[src/core/lhp_pkg.sv]
// Shared constants, types and register map of the display host port
package lhp_pkg;
    localparam logic [7:0] LHP_OFF_STATUS = 8'h00;
    localparam logic [7:0] LHP_OFF_CMD    = 8'h04;
    localparam logic [7:0] LHP_OFF_WDATA  = 8'h08;
    localparam logic [7:0] LHP_OFF_RDATA  = 8'h0C;
    localparam logic [7:0] LHP_OFF_ADDR   = 8'h10;
    localparam logic [7:0] LHP_OFF_CTRL   = 8'h14;

    localparam int LHP_ST_MODE_BIT  = 0;
    localparam int LHP_ST_ISET_BIT  = 1;
    localparam int LHP_ST_WIDE_BIT  = 2;
    localparam int LHP_ST_CMDV_BIT  = 3;
    localparam int LHP_ST_DATV_BIT  = 4;
    localparam int LHP_ST_BUSY_BIT  = 5;
    localparam int LHP_ST_FETCH_BIT = 6;
    localparam int LHP_CTRL_CLRBUSY = 0;

    localparam logic [2:0] LHP_FSET_PATTERN = 3'h1;
    localparam int         LHP_FSET_WIDTH_BIT = 4;
    localparam logic       LHP_WIDE_RST       = 1'h1;
    localparam logic [7:0] LHP_BYTE_RST       = 8'h00;
    localparam logic [6:0] LHP_ADDR_CNT_RST   = 7'h00;
    localparam logic [3:0] LHP_SER_HDR_BITS = 4'h2;
    localparam logic [3:0] LHP_SER_BYTE_BITS = 4'h8;

    typedef struct packed {
        logic       sel;
        logic       dir;
        logic       strobe;
        logic [7:0] db;
    } lhp_pins_t;

    localparam lhp_pins_t LHP_PINS_RST = '{sel: 1'b1, dir: 1'b0, strobe: 1'b0, db: 8'h00};

    typedef enum logic [1:0] {
        SP_IDLE = 2'b00,
        SP_HDR  = 2'b01,
        SP_WDAT = 2'b10,
        SP_RDAT = 2'b11
    } lhp_ser_state_t;
endpackage : lhp_pkg

[src/core/lhp_host_port.sv]
// Host pin interface of the display controller with an APB register window
// Functional notes
// - Strap low selects serial link; strap high selects 4-bit or 8-bit bus.
// - Instruction-set strap high picks first encoding, low picks alternative.
// - Bus mode: select high addresses data register, low command register.
// - Serial mode: select pin is active-low chip select; link ignored while high.
// - Bus mode: direction high requests read, low requests write.
// - Serial mode: direction pin carries serial input bits from host.
// - Strobe pin is bus enable in bus mode, serial clock in serial mode.
// - Serial mode: lane 0 is serial output, driven only during reads.
// - 8-bit mode: all eight lanes bidirectional, low lanes low bits.
// - 4-bit mode: upper lanes carry both halves; lower lanes stay open.
// - Select/direction decode: command write, status read, data write, data read.
// - Command refused while busy flag is high; host polls flag first.
// - Bus-width bit in a command chooses 4-bit or 8-bit transfers.
// - Host data read requests next RAM byte; written byte moves to RAM.
//
// Local design decisions: the APB register port and the register addresses.
module lhp_host_port
    import lhp_pkg::*;
(
    input  wire logic        i_clk,
    input  wire logic        i_nrst,
    input  wire logic        i_ce,
    input  wire logic        i_interface_select_strap,
    input  wire logic        i_instruction_set_strap,
    input  wire logic        i_register_or_chip_select,
    input  wire logic        i_direction_or_serial_input,
    input  wire logic        i_strobe_or_serial_clock,
    input  wire logic [7:0]  i_db,
    output logic      [7:0]  o_db,
    output logic      [7:0]  o_db_oe_n,
    input  wire logic        psel,
    input  wire logic        penable,
    input  wire logic        pwrite,
    input  wire logic [7:0]  paddr,
    input  wire logic [31:0] pwdata,
    output logic      [31:0] prdata,
    output logic             pready,
    output logic             pslverr
);
    lhp_pins_t      pin_s1_ff, pin_s2_ff, pin_d_ff;
    logic [1:0]     strap_s1_ff, strap_s2_ff;
    logic           wide_ff, phase_ff;
    logic [3:0]     hi_nib_ff;
    lhp_ser_state_t ser_st_ff;
    logic [3:0]     ser_cnt_ff;
    logic           ser_rw_ff, ser_rs_ff;
    logic [7:0]     ser_sh_ff;
    logic [7:0]     cmd_ff, wdata_ff, rhold_ff;
    logic [6:0]     addr_cnt_ff;
    logic           busy_ff, cmd_v_ff, dat_v_ff, fetch_ff;
    logic [7:0]     db_ff, oe_n_ff;
    logic [31:0]    prdata_ff;
    logic           pready_ff, pslverr_ff;

    function automatic logic [7:0] lane_word(input logic [7:0] b, input logic wide, input logic ph);
        lane_word = wide ? b : {(ph ? b[3:0] : b[7:4]), 4'h0};
    endfunction : lane_word

    function automatic logic [7:0] read_byte(input logic sel, input logic [7:0] hold,
                                             input logic bsy, input logic [6:0] cnt);
        read_byte = sel ? hold : {bsy, cnt};
    endfunction : read_byte

    // Two-flop synchronisers, then one extra stage for edge finding
    always_ff @(posedge i_clk or negedge i_nrst) begin
        if (!i_nrst) begin
            pin_s1_ff   <= LHP_PINS_RST;
            pin_s2_ff   <= LHP_PINS_RST;
            pin_d_ff    <= LHP_PINS_RST;
            strap_s1_ff <= 2'h3;
            strap_s2_ff <= 2'h3;
        end else if (i_ce) begin
            pin_s1_ff   <= '{sel: i_register_or_chip_select, dir: i_direction_or_serial_input,
                             strobe: i_strobe_or_serial_clock, db: i_db};
            pin_s2_ff   <= pin_s1_ff;
            pin_d_ff    <= pin_s2_ff;
            strap_s1_ff <= {i_interface_select_strap, i_instruction_set_strap};
            strap_s2_ff <= strap_s1_ff;
        end
    end

    logic bus_mode, iset_first, stb_rise, stb_fall;
    assign bus_mode   = strap_s2_ff[1];
    assign iset_first = strap_s2_ff[0];
    assign stb_rise   = pin_s2_ff.strobe & ~pin_d_ff.strobe;
    assign stb_fall   = ~pin_s2_ff.strobe & pin_d_ff.strobe;

    // Transfer events from either path
    logic       wr_evt, wr_sel, rd_done;
    logic [7:0] wr_byte;
    logic       par_last, ser_active;
    assign par_last   = wide_ff | phase_ff;
    assign ser_active = ~bus_mode & ~pin_s2_ff.sel;

    always_comb begin
        wr_evt  = 1'b0;
        wr_sel  = 1'b0;
        rd_done = 1'b0;
        wr_byte = LHP_BYTE_RST;
        if (bus_mode && stb_fall && par_last) begin
            wr_sel  = pin_s2_ff.sel;
            wr_evt  = ~pin_s2_ff.dir;
            rd_done = pin_s2_ff.dir & pin_s2_ff.sel;
            wr_byte = wide_ff ? pin_s2_ff.db : {hi_nib_ff, pin_s2_ff.db[7:4]};
        end else if (ser_active && stb_rise && ser_st_ff == SP_WDAT && ser_cnt_ff == LHP_SER_BYTE_BITS - 4'h1) begin
            wr_evt  = 1'b1;
            wr_sel  = ser_rs_ff;
            wr_byte = {ser_sh_ff[6:0], pin_s2_ff.dir};
        end else if (ser_active && stb_fall && ser_st_ff == SP_RDAT && ser_cnt_ff == LHP_SER_BYTE_BITS) begin
            rd_done = ser_rs_ff;
        end
    end

    logic cmd_take;
    assign cmd_take = wr_evt & ~wr_sel & ~busy_ff;

    // Bus-width bit and nibble phase
    always_ff @(posedge i_clk or negedge i_nrst) begin
        if (!i_nrst) begin
            wide_ff   <= LHP_WIDE_RST;
            phase_ff  <= 1'b0;
            hi_nib_ff <= 4'h0;
        end else if (i_ce) begin
            if (cmd_take && wr_byte[7:5] == LHP_FSET_PATTERN)
                wide_ff <= wr_byte[LHP_FSET_WIDTH_BIT];
            if (!bus_mode || wide_ff) begin
                phase_ff <= 1'b0;
            end else if (stb_fall) begin
                phase_ff <= ~phase_ff;
                if (!phase_ff)
                    hi_nib_ff <= pin_s2_ff.db[7:4];
            end
        end
    end

    // Serial framing: read/write bit, select bit, then eight data bits
    always_ff @(posedge i_clk or negedge i_nrst) begin
        if (!i_nrst) begin
            ser_st_ff  <= SP_IDLE;
            ser_cnt_ff <= 4'h0;
            ser_rw_ff  <= 1'b0;
            ser_rs_ff  <= 1'b0;
            ser_sh_ff  <= LHP_BYTE_RST;
        end else if (i_ce) begin
            if (!ser_active) begin
                ser_st_ff  <= SP_IDLE;
                ser_cnt_ff <= 4'h0;
            end else begin
                case (ser_st_ff)
                    SP_IDLE: begin
                        ser_st_ff  <= SP_HDR;
                        ser_cnt_ff <= 4'h0;
                    end
                    SP_HDR: begin
                        if (stb_rise) begin
                            ser_cnt_ff <= ser_cnt_ff + 4'h1;
                            if (ser_cnt_ff == 4'h0)
                                ser_rw_ff <= pin_s2_ff.dir;
                            if (ser_cnt_ff == LHP_SER_HDR_BITS - 4'h1) begin
                                ser_rs_ff  <= pin_s2_ff.dir;
                                ser_cnt_ff <= 4'h0;
                                ser_st_ff  <= ser_rw_ff ? SP_RDAT : SP_WDAT;
                                ser_sh_ff  <= read_byte(pin_s2_ff.dir, rhold_ff, busy_ff, addr_cnt_ff);
                            end
                        end
                    end
                    SP_WDAT: begin
                        if (stb_rise) begin
                            ser_sh_ff  <= {ser_sh_ff[6:0], pin_s2_ff.dir};
                            ser_cnt_ff <= (ser_cnt_ff == LHP_SER_BYTE_BITS - 4'h1) ? 4'h0 : ser_cnt_ff + 4'h1;
                        end
                    end
                    SP_RDAT: begin
                        if (stb_fall && ser_cnt_ff != LHP_SER_BYTE_BITS) begin
                            ser_sh_ff  <= {ser_sh_ff[6:0], 1'b0};
                            ser_cnt_ff <= ser_cnt_ff + 4'h1;
                        end else if (stb_fall) begin
                            ser_st_ff <= SP_HDR;
                            ser_cnt_ff <= 4'h0;
                        end
                    end
                    default: ser_st_ff <= SP_IDLE;
                endcase
            end
        end
    end

    // Pin drive: bus read data or serial output bit
    always_ff @(posedge i_clk or negedge i_nrst) begin
        if (!i_nrst) begin
            db_ff   <= 8'h00;
            oe_n_ff <= 8'hFF;
        end else if (i_ce) begin
            if (bus_mode) begin
                if (stb_rise && pin_s2_ff.dir) begin
                    db_ff   <= lane_word(read_byte(pin_s2_ff.sel, rhold_ff, busy_ff, addr_cnt_ff),
                                         wide_ff, phase_ff);
                    oe_n_ff <= wide_ff ? 8'h00 : 8'h0F;
                end else if (stb_fall || !pin_s2_ff.dir) begin
                    oe_n_ff <= 8'hFF;
                end
            end else if (ser_active && ser_st_ff == SP_RDAT) begin
                if (stb_fall && ser_cnt_ff != LHP_SER_BYTE_BITS) begin
                    db_ff   <= {7'h00, ser_sh_ff[7]};
                    oe_n_ff <= 8'hFE;
                end else if (stb_fall) begin
                    oe_n_ff <= 8'hFF;
                end
            end else begin
                oe_n_ff <= 8'hFF;
            end
        end
    end

    // APB slave: one wait state, then pready
    logic apb_acc, apb_wr, apb_rd, addr_ok;
    assign apb_acc = psel & penable & pready_ff;
    assign apb_wr  = apb_acc & pwrite;
    assign apb_rd  = apb_acc & ~pwrite;
    assign addr_ok = paddr == LHP_OFF_STATUS || paddr == LHP_OFF_CMD || paddr == LHP_OFF_WDATA
                  || paddr == LHP_OFF_RDATA || paddr == LHP_OFF_ADDR || paddr == LHP_OFF_CTRL;

    always_ff @(posedge i_clk or negedge i_nrst) begin
        if (!i_nrst) begin
            pready_ff  <= 1'b0;
            pslverr_ff <= 1'b0;
            prdata_ff  <= 32'h0000_0000;
        end else if (i_ce) begin
            pready_ff  <= psel & penable & ~pready_ff;
            pslverr_ff <= psel & penable & ~pready_ff & ~addr_ok;
            if (psel && penable && !pready_ff && !pwrite) begin
                case (paddr)
                    LHP_OFF_STATUS: prdata_ff <= {25'h0, fetch_ff, busy_ff, dat_v_ff, cmd_v_ff,
                                                  wide_ff, iset_first, bus_mode};
                    LHP_OFF_CMD:    prdata_ff <= {24'h0, cmd_ff};
                    LHP_OFF_WDATA:  prdata_ff <= {24'h0, wdata_ff};
                    LHP_OFF_RDATA:  prdata_ff <= {24'h0, rhold_ff};
                    LHP_OFF_ADDR:   prdata_ff <= {25'h0, addr_cnt_ff};
                    default:        prdata_ff <= 32'h0000_0000;
                endcase
            end
        end
    end

    // Command, data and busy state; hardware set wins over software clear
    always_ff @(posedge i_clk or negedge i_nrst) begin
        if (!i_nrst) begin
            cmd_ff   <= LHP_BYTE_RST;
            wdata_ff <= LHP_BYTE_RST;
            rhold_ff    <= LHP_BYTE_RST;
            addr_cnt_ff <= LHP_ADDR_CNT_RST;
            busy_ff  <= 1'b0;
            cmd_v_ff <= 1'b0;
            dat_v_ff <= 1'b0;
            fetch_ff <= 1'b0;
        end else if (i_ce) begin
            if (apb_wr && paddr == LHP_OFF_RDATA)
                rhold_ff <= pwdata[7:0];
            if (apb_wr && paddr == LHP_OFF_ADDR)
                addr_cnt_ff <= pwdata[6:0];
            if (cmd_take) begin
                cmd_ff   <= wr_byte;
                cmd_v_ff <= 1'b1;
                busy_ff  <= 1'b1;
            end else begin
                if (apb_rd && paddr == LHP_OFF_CMD)
                    cmd_v_ff <= 1'b0;
                if (apb_wr && paddr == LHP_OFF_CTRL && pwdata[LHP_CTRL_CLRBUSY])
                    busy_ff <= 1'b0;
            end
            if (wr_evt && wr_sel) begin
                wdata_ff <= wr_byte;
                dat_v_ff <= 1'b1;
            end else if (apb_rd && paddr == LHP_OFF_WDATA) begin
                dat_v_ff <= 1'b0;
            end
            if (rd_done)
                fetch_ff <= 1'b1;
            else if (apb_wr && paddr == LHP_OFF_RDATA)
                fetch_ff <= 1'b0;
        end
    end

    assign o_db      = db_ff;
    assign o_db_oe_n = oe_n_ff;
    assign prdata    = prdata_ff;
    assign pready    = pready_ff;
    assign pslverr   = pslverr_ff;
endmodule : lhp_host_port

[config.mk]
export PLATFORM = sky130hd
export DESIGN_NAME = lhp_host_port
export DESIGN_NICKNAME = d
export VERILOG_FILES = /design/src/core/lhp_pkg.sv /design/src/core/lhp_host_port.sv
export SDC_FILE = /design/constraint.sdc
export NUM_CORES = 1
export LEC_CHECK = 0
export BUFFER_PORTS_ARGS = -buffer_cell sky130_fd_sc_hd__buf_4
export CAP_MARGIN = 20
export CORE_MARGIN = 3
export CORE_UTILIZATION = 55
export CTS_CLUSTER_DIAMETER = 150
export CTS_CLUSTER_SIZE = 8
export DETAILED_ROUTE_END_ITERATION = 10
export PLACE_DENSITY = 0.78
export SYNTH_ARGS = -nofsm -noshare
export SYNTH_HDL_FRONTEND = slang
export SYNTH_SLANG_ARGS = --single-unit
[constraint.sdc]
create_clock -name i_clk -period 2.8 [get_ports i_clk]
set_input_delay 0 -clock i_clk [delete_from_list [all_inputs] [get_ports i_clk]]
set_output_delay 0 -clock i_clk [all_outputs]
set_load 0.01 [all_outputs]
==> impl_metrics.py, run 1 <==
metrics = {
    "yosys": {
        "yosys.area.top_type": "dfrtp_1",
        "synth_ff_type": "dfrtp_1",
        "synthCells": 491,
        "synth_area_per_cell_um2": 11.1,
        "yosysWarnings": 0,
        "async_reset_ff_share_pct": 100,
        "synth-seq-area-share_pct": 48.3,
        "ys_types": 55,
        "yosys-top-cells-area": "dfrtp_1, mux2_2, dfstp_2",
        "ys_ff_latch": 105,
        "synth_edf_count": 0,
        "synth.top_cell.area_share_pct": 43.5,
        "synth_area_um2": 5460,
        "netlist_top_cells_count": "dfrtp_1, mux2_2, nand2_1, o21ai_0, nor2_1",
        "synth.most_common_cell": "dfrtp_1",
    },
    "worst_setup_path": {
        "cp_num_buf_inv": 0,
        "cpPeakStageDelay_ns": 0.80,
        "critPathArrivalTime_ns": 2.68,
        "r2r_slack_ns": 0.45,
        "critPathLaunchType": "register",
        "path_depth": 5,
        "crit_type": "reg -> reg",
        "critPathLaunch": "wide_ff",
        "rr_worst_depth": 5,
        "r2r-end": "wide_ff",
        "end_kind": "register",
        "r2r_start": "wide_ff",
        "critPathSlowestCell": "dfstp_2",
        "crit_chain": "o21ai_0, nor4_1, o21ai_2, nor4b_4, mux2i_1",
        "cp-endpoint": "wide_ff",
        "cp_top_family": "flip-flops",
        "crit_fanout": 19,
        "required_ns": 3.13,
    },
    "sta": {
        "worst_pin_slew_ns": 0.834,
        "holdWs_ns": 0.0146,
        "rsz0062_at_grt": "false",
        "hold_viol_final": 0,
        "skew_ns": 0.00959,
        "min_period_over_period_pct": 83.9,
        "fin_setup_tns_ns": 0,
        "min_period_ns": 2.35,
        "timing.fmax_ghz": 0.425,
        "setup_viol": 0,
        "relSlewSlack_pct": 44.4,
        "drv_slew": 0,
    },
    "placement": {
        "port-buffer-count": 60,
        "place.gp.congestion": 0.887,
        "placedCellCount": 656,
        "dp_hpwl_um": 8580,
    },
    "global_routing": {
        "first_global_vias": 3951,
        "globalRoute.totalOverflow": 0,
        "antenna_found_initial": 0,
        "grt_max_degree": 66,
        "grt_pass1_wl_um": 19600,
        "grt_usage_pct": 22.3,
    },
    "clock_network": {
        "post-cts-setup-buffer-count": 0,
        "hold_buffers": 24,
        "clock_sinks": 105,
        "path_clk_slew_ns": 0.11,
        "ctsRootBufferMaster": "clkbuf_8",
        "cts_max_path_buffers": 2,
        "cts_htree_levels": 3,
        "numCtsBuffers": 9,
        "insertion_delay_ns": 0.39,
        "ctsResizeCount": 0,
        "cts_tree": "built",
    },
    "route": {
        "antenna_left": 0,
        "vias": 3987,
        "drt-pass1-iter-count": 6,
        "wl_per_cell_um": 17.3,
        "drt-total-wl_um": 12000,
        "drtIter0Drc": 228,
        "drc": 0,
        "avgViaCountPerCell": 5.73,
    },
    "finish": {
        "final_nets": 624,
        "fillers": 719,
        "layout.cells.non_filler": 696,
        "final_util_pct": 67.3,
        "n_antenna_cell": 0,
        "area_delta_synth_final_pct": 16.5,
        "drive_gt1_share_pct": 31.4,
    },
    "hold_path": {
        "hp-class": "in -> reg",
        "min_from": "penable",
    },
    "power": {
        "p_leak_nw": 2.97,
        "ir_worst_vdd_mv": 0.337,
        "p_per_area_nw_per_um2": 566,
        "power_mw": 3.60,
    },
    "run_status": {
        "status": "finished, final reports clean",
    },
    "floorplan": {
        "rows": 35,
        "core_um2": 9460,
        "pin_count": 109,
        "initial_core_util_pct": 57.8,
        "die-area_um2": 11200,
        "die_w_um": 106,
        "die_height_um": 106,
    },
    "flow_run": {
        "drv_cap": 0,
    },
}
worst min path at each step:
stage	slack [ns]	depth (start not counted)	endpoint
floorplan	-0.30	0	addr_cnt_ff[0]
global placement	0.15	1	o_db[7]
detailed placement	0.16	1	o_db[7]
CTS	0.00006	3	pready
global route	0.03	3	pready
finish	0.01	3	pready
layout by cell type (no fill, tap or decap), drive strengths merged, types with 9 or more instances in the layout:
cell type | synthesis | layout
mux2i | 26 | 26
mux4 | 11 | 11
buf | 37 | 67
dlygate4sd3 | 0 | 24
dfstp | 10 | 10
o21ai | 39 | 39
clkbuf | 17 | 9
dfrtp | 95 | 95
conb | 1 | 24
mux2 | 64 | 64
nand2 | 49 | 49
inv | 12 | 15
a21oi | 19 | 19
nor2 | 32 | 32
report_power, final:
part	switching, mW	internal (mW)	leakage (nW)
Sequential	0.160	1.71	1.35
Clock	0.590	0.441	0.108
Combinational	0.342	0.360	1.51
Total	1.09	2.51	2.97
final cells by class:
class | instances | area (µm²) | area share (%)
clock buffers | 9 | 124 | 1.95
clock inverters | 7 | 96.3 | 1.51
inverters | 12 | 45.0 | 0.708
multi-input cells | 343 | 2540 | 39.9
flip-flops and latches | 105 | 2640 | 41.5
well taps | 129 | 161 | 2.54
repair buffers | 91 | 756 | 11.9
logic make-up after synthesis:
family | share of synthesized area, %
other | 0.0686
and+or+nand+nor | 12.5
AOI/OAI and AO/OA | 9.21
buffers and inverters | 6.71
DFF | 48.3
muxes | 22.5
adders and majority gates | 0.687
worst reg2reg max path, stage by stage (launching register included):
cell	delay, ns
dfstp_2	0.80
o21ai_0	0.28
nor4_1	0.36
o21ai_2	0.29
nor4b_4	0.36
mux2i_1	0.21
sequential cells by signal, summed over array words and instances, names as in the netlist, 2 cells and up:
name / flops
pin_s1_ff: 11
pin_s2_ff: 11
cmd_ff: 8
o_db: 8
prdata: 8
rhold_ff: 8
ser_sh_ff: 8
wdata_ff: 8
addr_cnt_ff: 7
hi_nib_ff: 4
ser_cnt_ff: 4
o_db_oe_n: 3
ser_st_ff: 2
strap_s1_ff: 2
strap_s2_ff: 2
layer usage:
metal	share of wire (%)	global-route usage (%)	up-vias
met2	48	36.0	173
met3	7.0	4.84	24
met4	2.3	8.05	0
met5	0	0	-
li1	-	-	1835
met1	43	29.7	1955
stage by stage:
step           setup WS (ns)  cell area [µm²]
3_3_place_gp           0.519             5900
5_1_grt                0.249             6360
6_report               0.450             6360
2_1_floorplan          0.819             5550
3_5_place_dp           0.494             5900
4_1_cts                0.463             6360
Power figures use the tool's default switching activity.
==> run 2, diff against run 1 <==
Settings changed: CORE_UTILIZATION 55 to 50, PLACE_DENSITY 0.78 to 0.74.
Clock period 2.8 ns to 2 ns, I/O delays scaled along.
==> run 2 against run 1 <==
  * Critical endpoint is now o_db[2]
  * Clock-buffer cell count up 1
  * Highest routed layer unchanged
  * Global-route usage fell by 1.7 points
  * Total power is 39% higher
==> impl_metrics.py, run 2 (same netlist as run 1, synthesis figures left out) <==
metrics = {
    "finish": {
        "layout_commonest_cell": "dfrtp_1",
        "final_nets": 646,
        "fillers": 819,
        "n_antenna_cell": 0,
        "drive_gt1_share_pct": 35.8,
        "area_delta_synth_final_pct": 20.4,
        "layout_common_cells": "dfrtp_1, buf_4, mux2_2, nand2_1, o21ai_0",
        "reg_top3": "pin_s1_ff (11), pin_s2_ff (11)",
    },
    "run_status": {
        "status": "finished, final reports clean",
    },
    "hold_path": {
        "hp-class": "in -> reg",
    },
    "route": {
        "drt-pass1-iter-count": 5,
        "avgViaCountPerCell": 5.55,
        "wl_per_cell_um": 17.1,
        "vias": 4026,
        "antenna_left": 0,
        "drtIter0Drc": 235,
        "drt-total-wl_um": 12400,
        "drc": 0,
    },
    "sta": {
        "fin_setup_tns_ns": 0,
        "hold_viol_final": 0,
        "timing.fmax_ghz": 0.512,
        "worst_pin_slew_ns": 0.670,
        "min_period_ns": 1.95,
        "setup_viol": 0,
        "relSlewSlack_pct": 55.0,
        "rsz0062_at_grt": "true",
        "skew_ns": 0.00603,
        "min_period_over_period_pct": 97.6,
        "holdWs_ns": 0.0192,
        "drv_slew": 0,
    },
    "clock_network": {
        "ctsRootBufferMaster": "clkbuf_8",
        "cts_max_path_buffers": 2,
        "cts_htree_levels": 3,
        "numCtsBuffers": 9,
        "clock_sinks": 105,
        "insertion_delay_ns": 0.36,
        "path_clk_slew_ns": 0.10,
        "cts_tree": "built",
    },
    "global_routing": {
        "globalRoute.totalOverflow": 0,
        "grt_usage_pct": 20.6,
        "grt_pass1_wl_um": 20500,
        "grt_max_degree": 43,
        "first_global_vias": 3903,
        "antenna_found_initial": 0,
    },
    "floorplan": {
        "pin_count": 109,
        "initial_core_util_pct": 52.2,
        "die_w_um": 111,
        "core_um2": 10500,
        "die-area_um2": 12200,
        "die_height_um": 111,
        "rows": 37,
    },
    "worst_setup_path": {
        "end_kind": "register",
        "critPathArrivalTime_ns": 2.21,
        "r2r_slack_ns": 0.05,
        "r2r-end": "o_db[2]",
        "rr_worst_depth": 7,
        "crit_fanout": 6,
        "cp-endpoint": "o_db[2]",
        "crit_type": "reg -> reg",
        "critPathLaunch": "ser_cnt_ff[1]",
        "r2r_start": "ser_cnt_ff[1]",
        "critPathLaunchType": "register",
        "required_ns": 2.26,
    },
    "placement": {
        "port-buffer-count": 60,
        "dp_hpwl_um": 8930,
        "place.gp.congestion": 0.859,
    },
    "power": {
        "p_per_area_nw_per_um2": 762,
        "p_leak_nw": 3.07,
        "power_mw": 5.01,
        "ir_worst_vdd_mv": 0.454,
    },
    "flow_run": {
        "drv_cap": 0,
    },
}
[run 2: changes by cell type in the layout (fill, tap and decap cells not counted), moves of 2 or more]
| cell | previous run | this run |
|---|---|---|
| buf_4 | 66 | 87 |
| a22oi_1 | 3 | 1 |
| ha_2 | 0 | 2 |
| buf_6 | 0 | 2 |
| ha_1 | 3 | 1 |
| inv_8 | 3 | 1 |
| clkinvlp_4 | 1 | 3 |
| a22oi_2 | 0 | 2 |
[run 2: per-stage QoR]
step           utilization [%]  setup WS [ns]  std cells  area, µm²
2_1_floorplan                -         0.0187        514       5550
3_3_place_gp              57.9         0.0774        682       6060
3_5_place_dp              57.9         0.0214        682       6060
4_1_cts                   62.0        0.00351        722       6490
5_1_grt                   62.8        -0.0293        725       6580
6_report                  62.8         0.0485        725       6580
[run 2: what timing repair did]
item                       4_1_cts  5_1_grt
hold endpoints to repair        84        0
setup endpoints to repair        8       24
gates resized for setup          0       15
pin swaps                        0        3
buffers inserted                 1        3
hold buffers                    23        0
[run 2: layout make-up]
type / instances / area (µm²) / share of cell area, %
flip-flops and latches: 105 / 2640 / 40.2
multi-input cells: 343 / 2600 / 39.5
repair buffers: 113 / 926 / 14.1
well taps: 136 / 170 / 2.59
clock buffers: 10 / 128 / 1.94
clock inverters: 6 / 68.8 / 1.05
inverters: 12 / 45.0 / 0.685
[run 2: where the power goes]
group          internal [mW]  leakage (nW)  switching (mW)
logic                  0.559          1.63           0.541
clock network          0.586        0.0904           0.745
registers               2.39          1.35           0.185
total                   3.54          3.07            1.47
[run 2: how the worst min path moves through the flow]
stage                         from              to  slack [ns]  cells after the start
after CTS                 paddr[4]         busy_ff       0.004                      4
after global placement      i_nrst         o_db[0]       -0.01                      1
after floorplan             i_nrst  addr_cnt_ff[0]       -0.30                      0
after detailed placement    i_nrst         o_db[7]       -0.01                      1
after global routing      paddr[4]         busy_ff        0.02                      4
final                     paddr[4]         busy_ff        0.02                      4
[run 2: worst max-delay path: stages, from the launching register on]
cell and delay (ns):
dfrtp_1 0.43, inv_1 0.11, ha_2 0.19, and3b_2 0.25
nor2_4 0.06, and2_1 0.19, o21ai_4 0.24, mux2_2 0.38
[run 2: layer usage]
metal | track usage (%) | up-vias | share of wire, % | wire length (µm)
li1 | - | 1876 | - | -
met1 | 28.6 | 1972 | 43 | 5340
met2 | 33.3 | 165 | 48 | 5910
met3 | 4.60 | 13 | 7.9 | 980
met4 | 4.60 | 0 | 1.3 | 163
met5 | 0 | - | 0 | 0
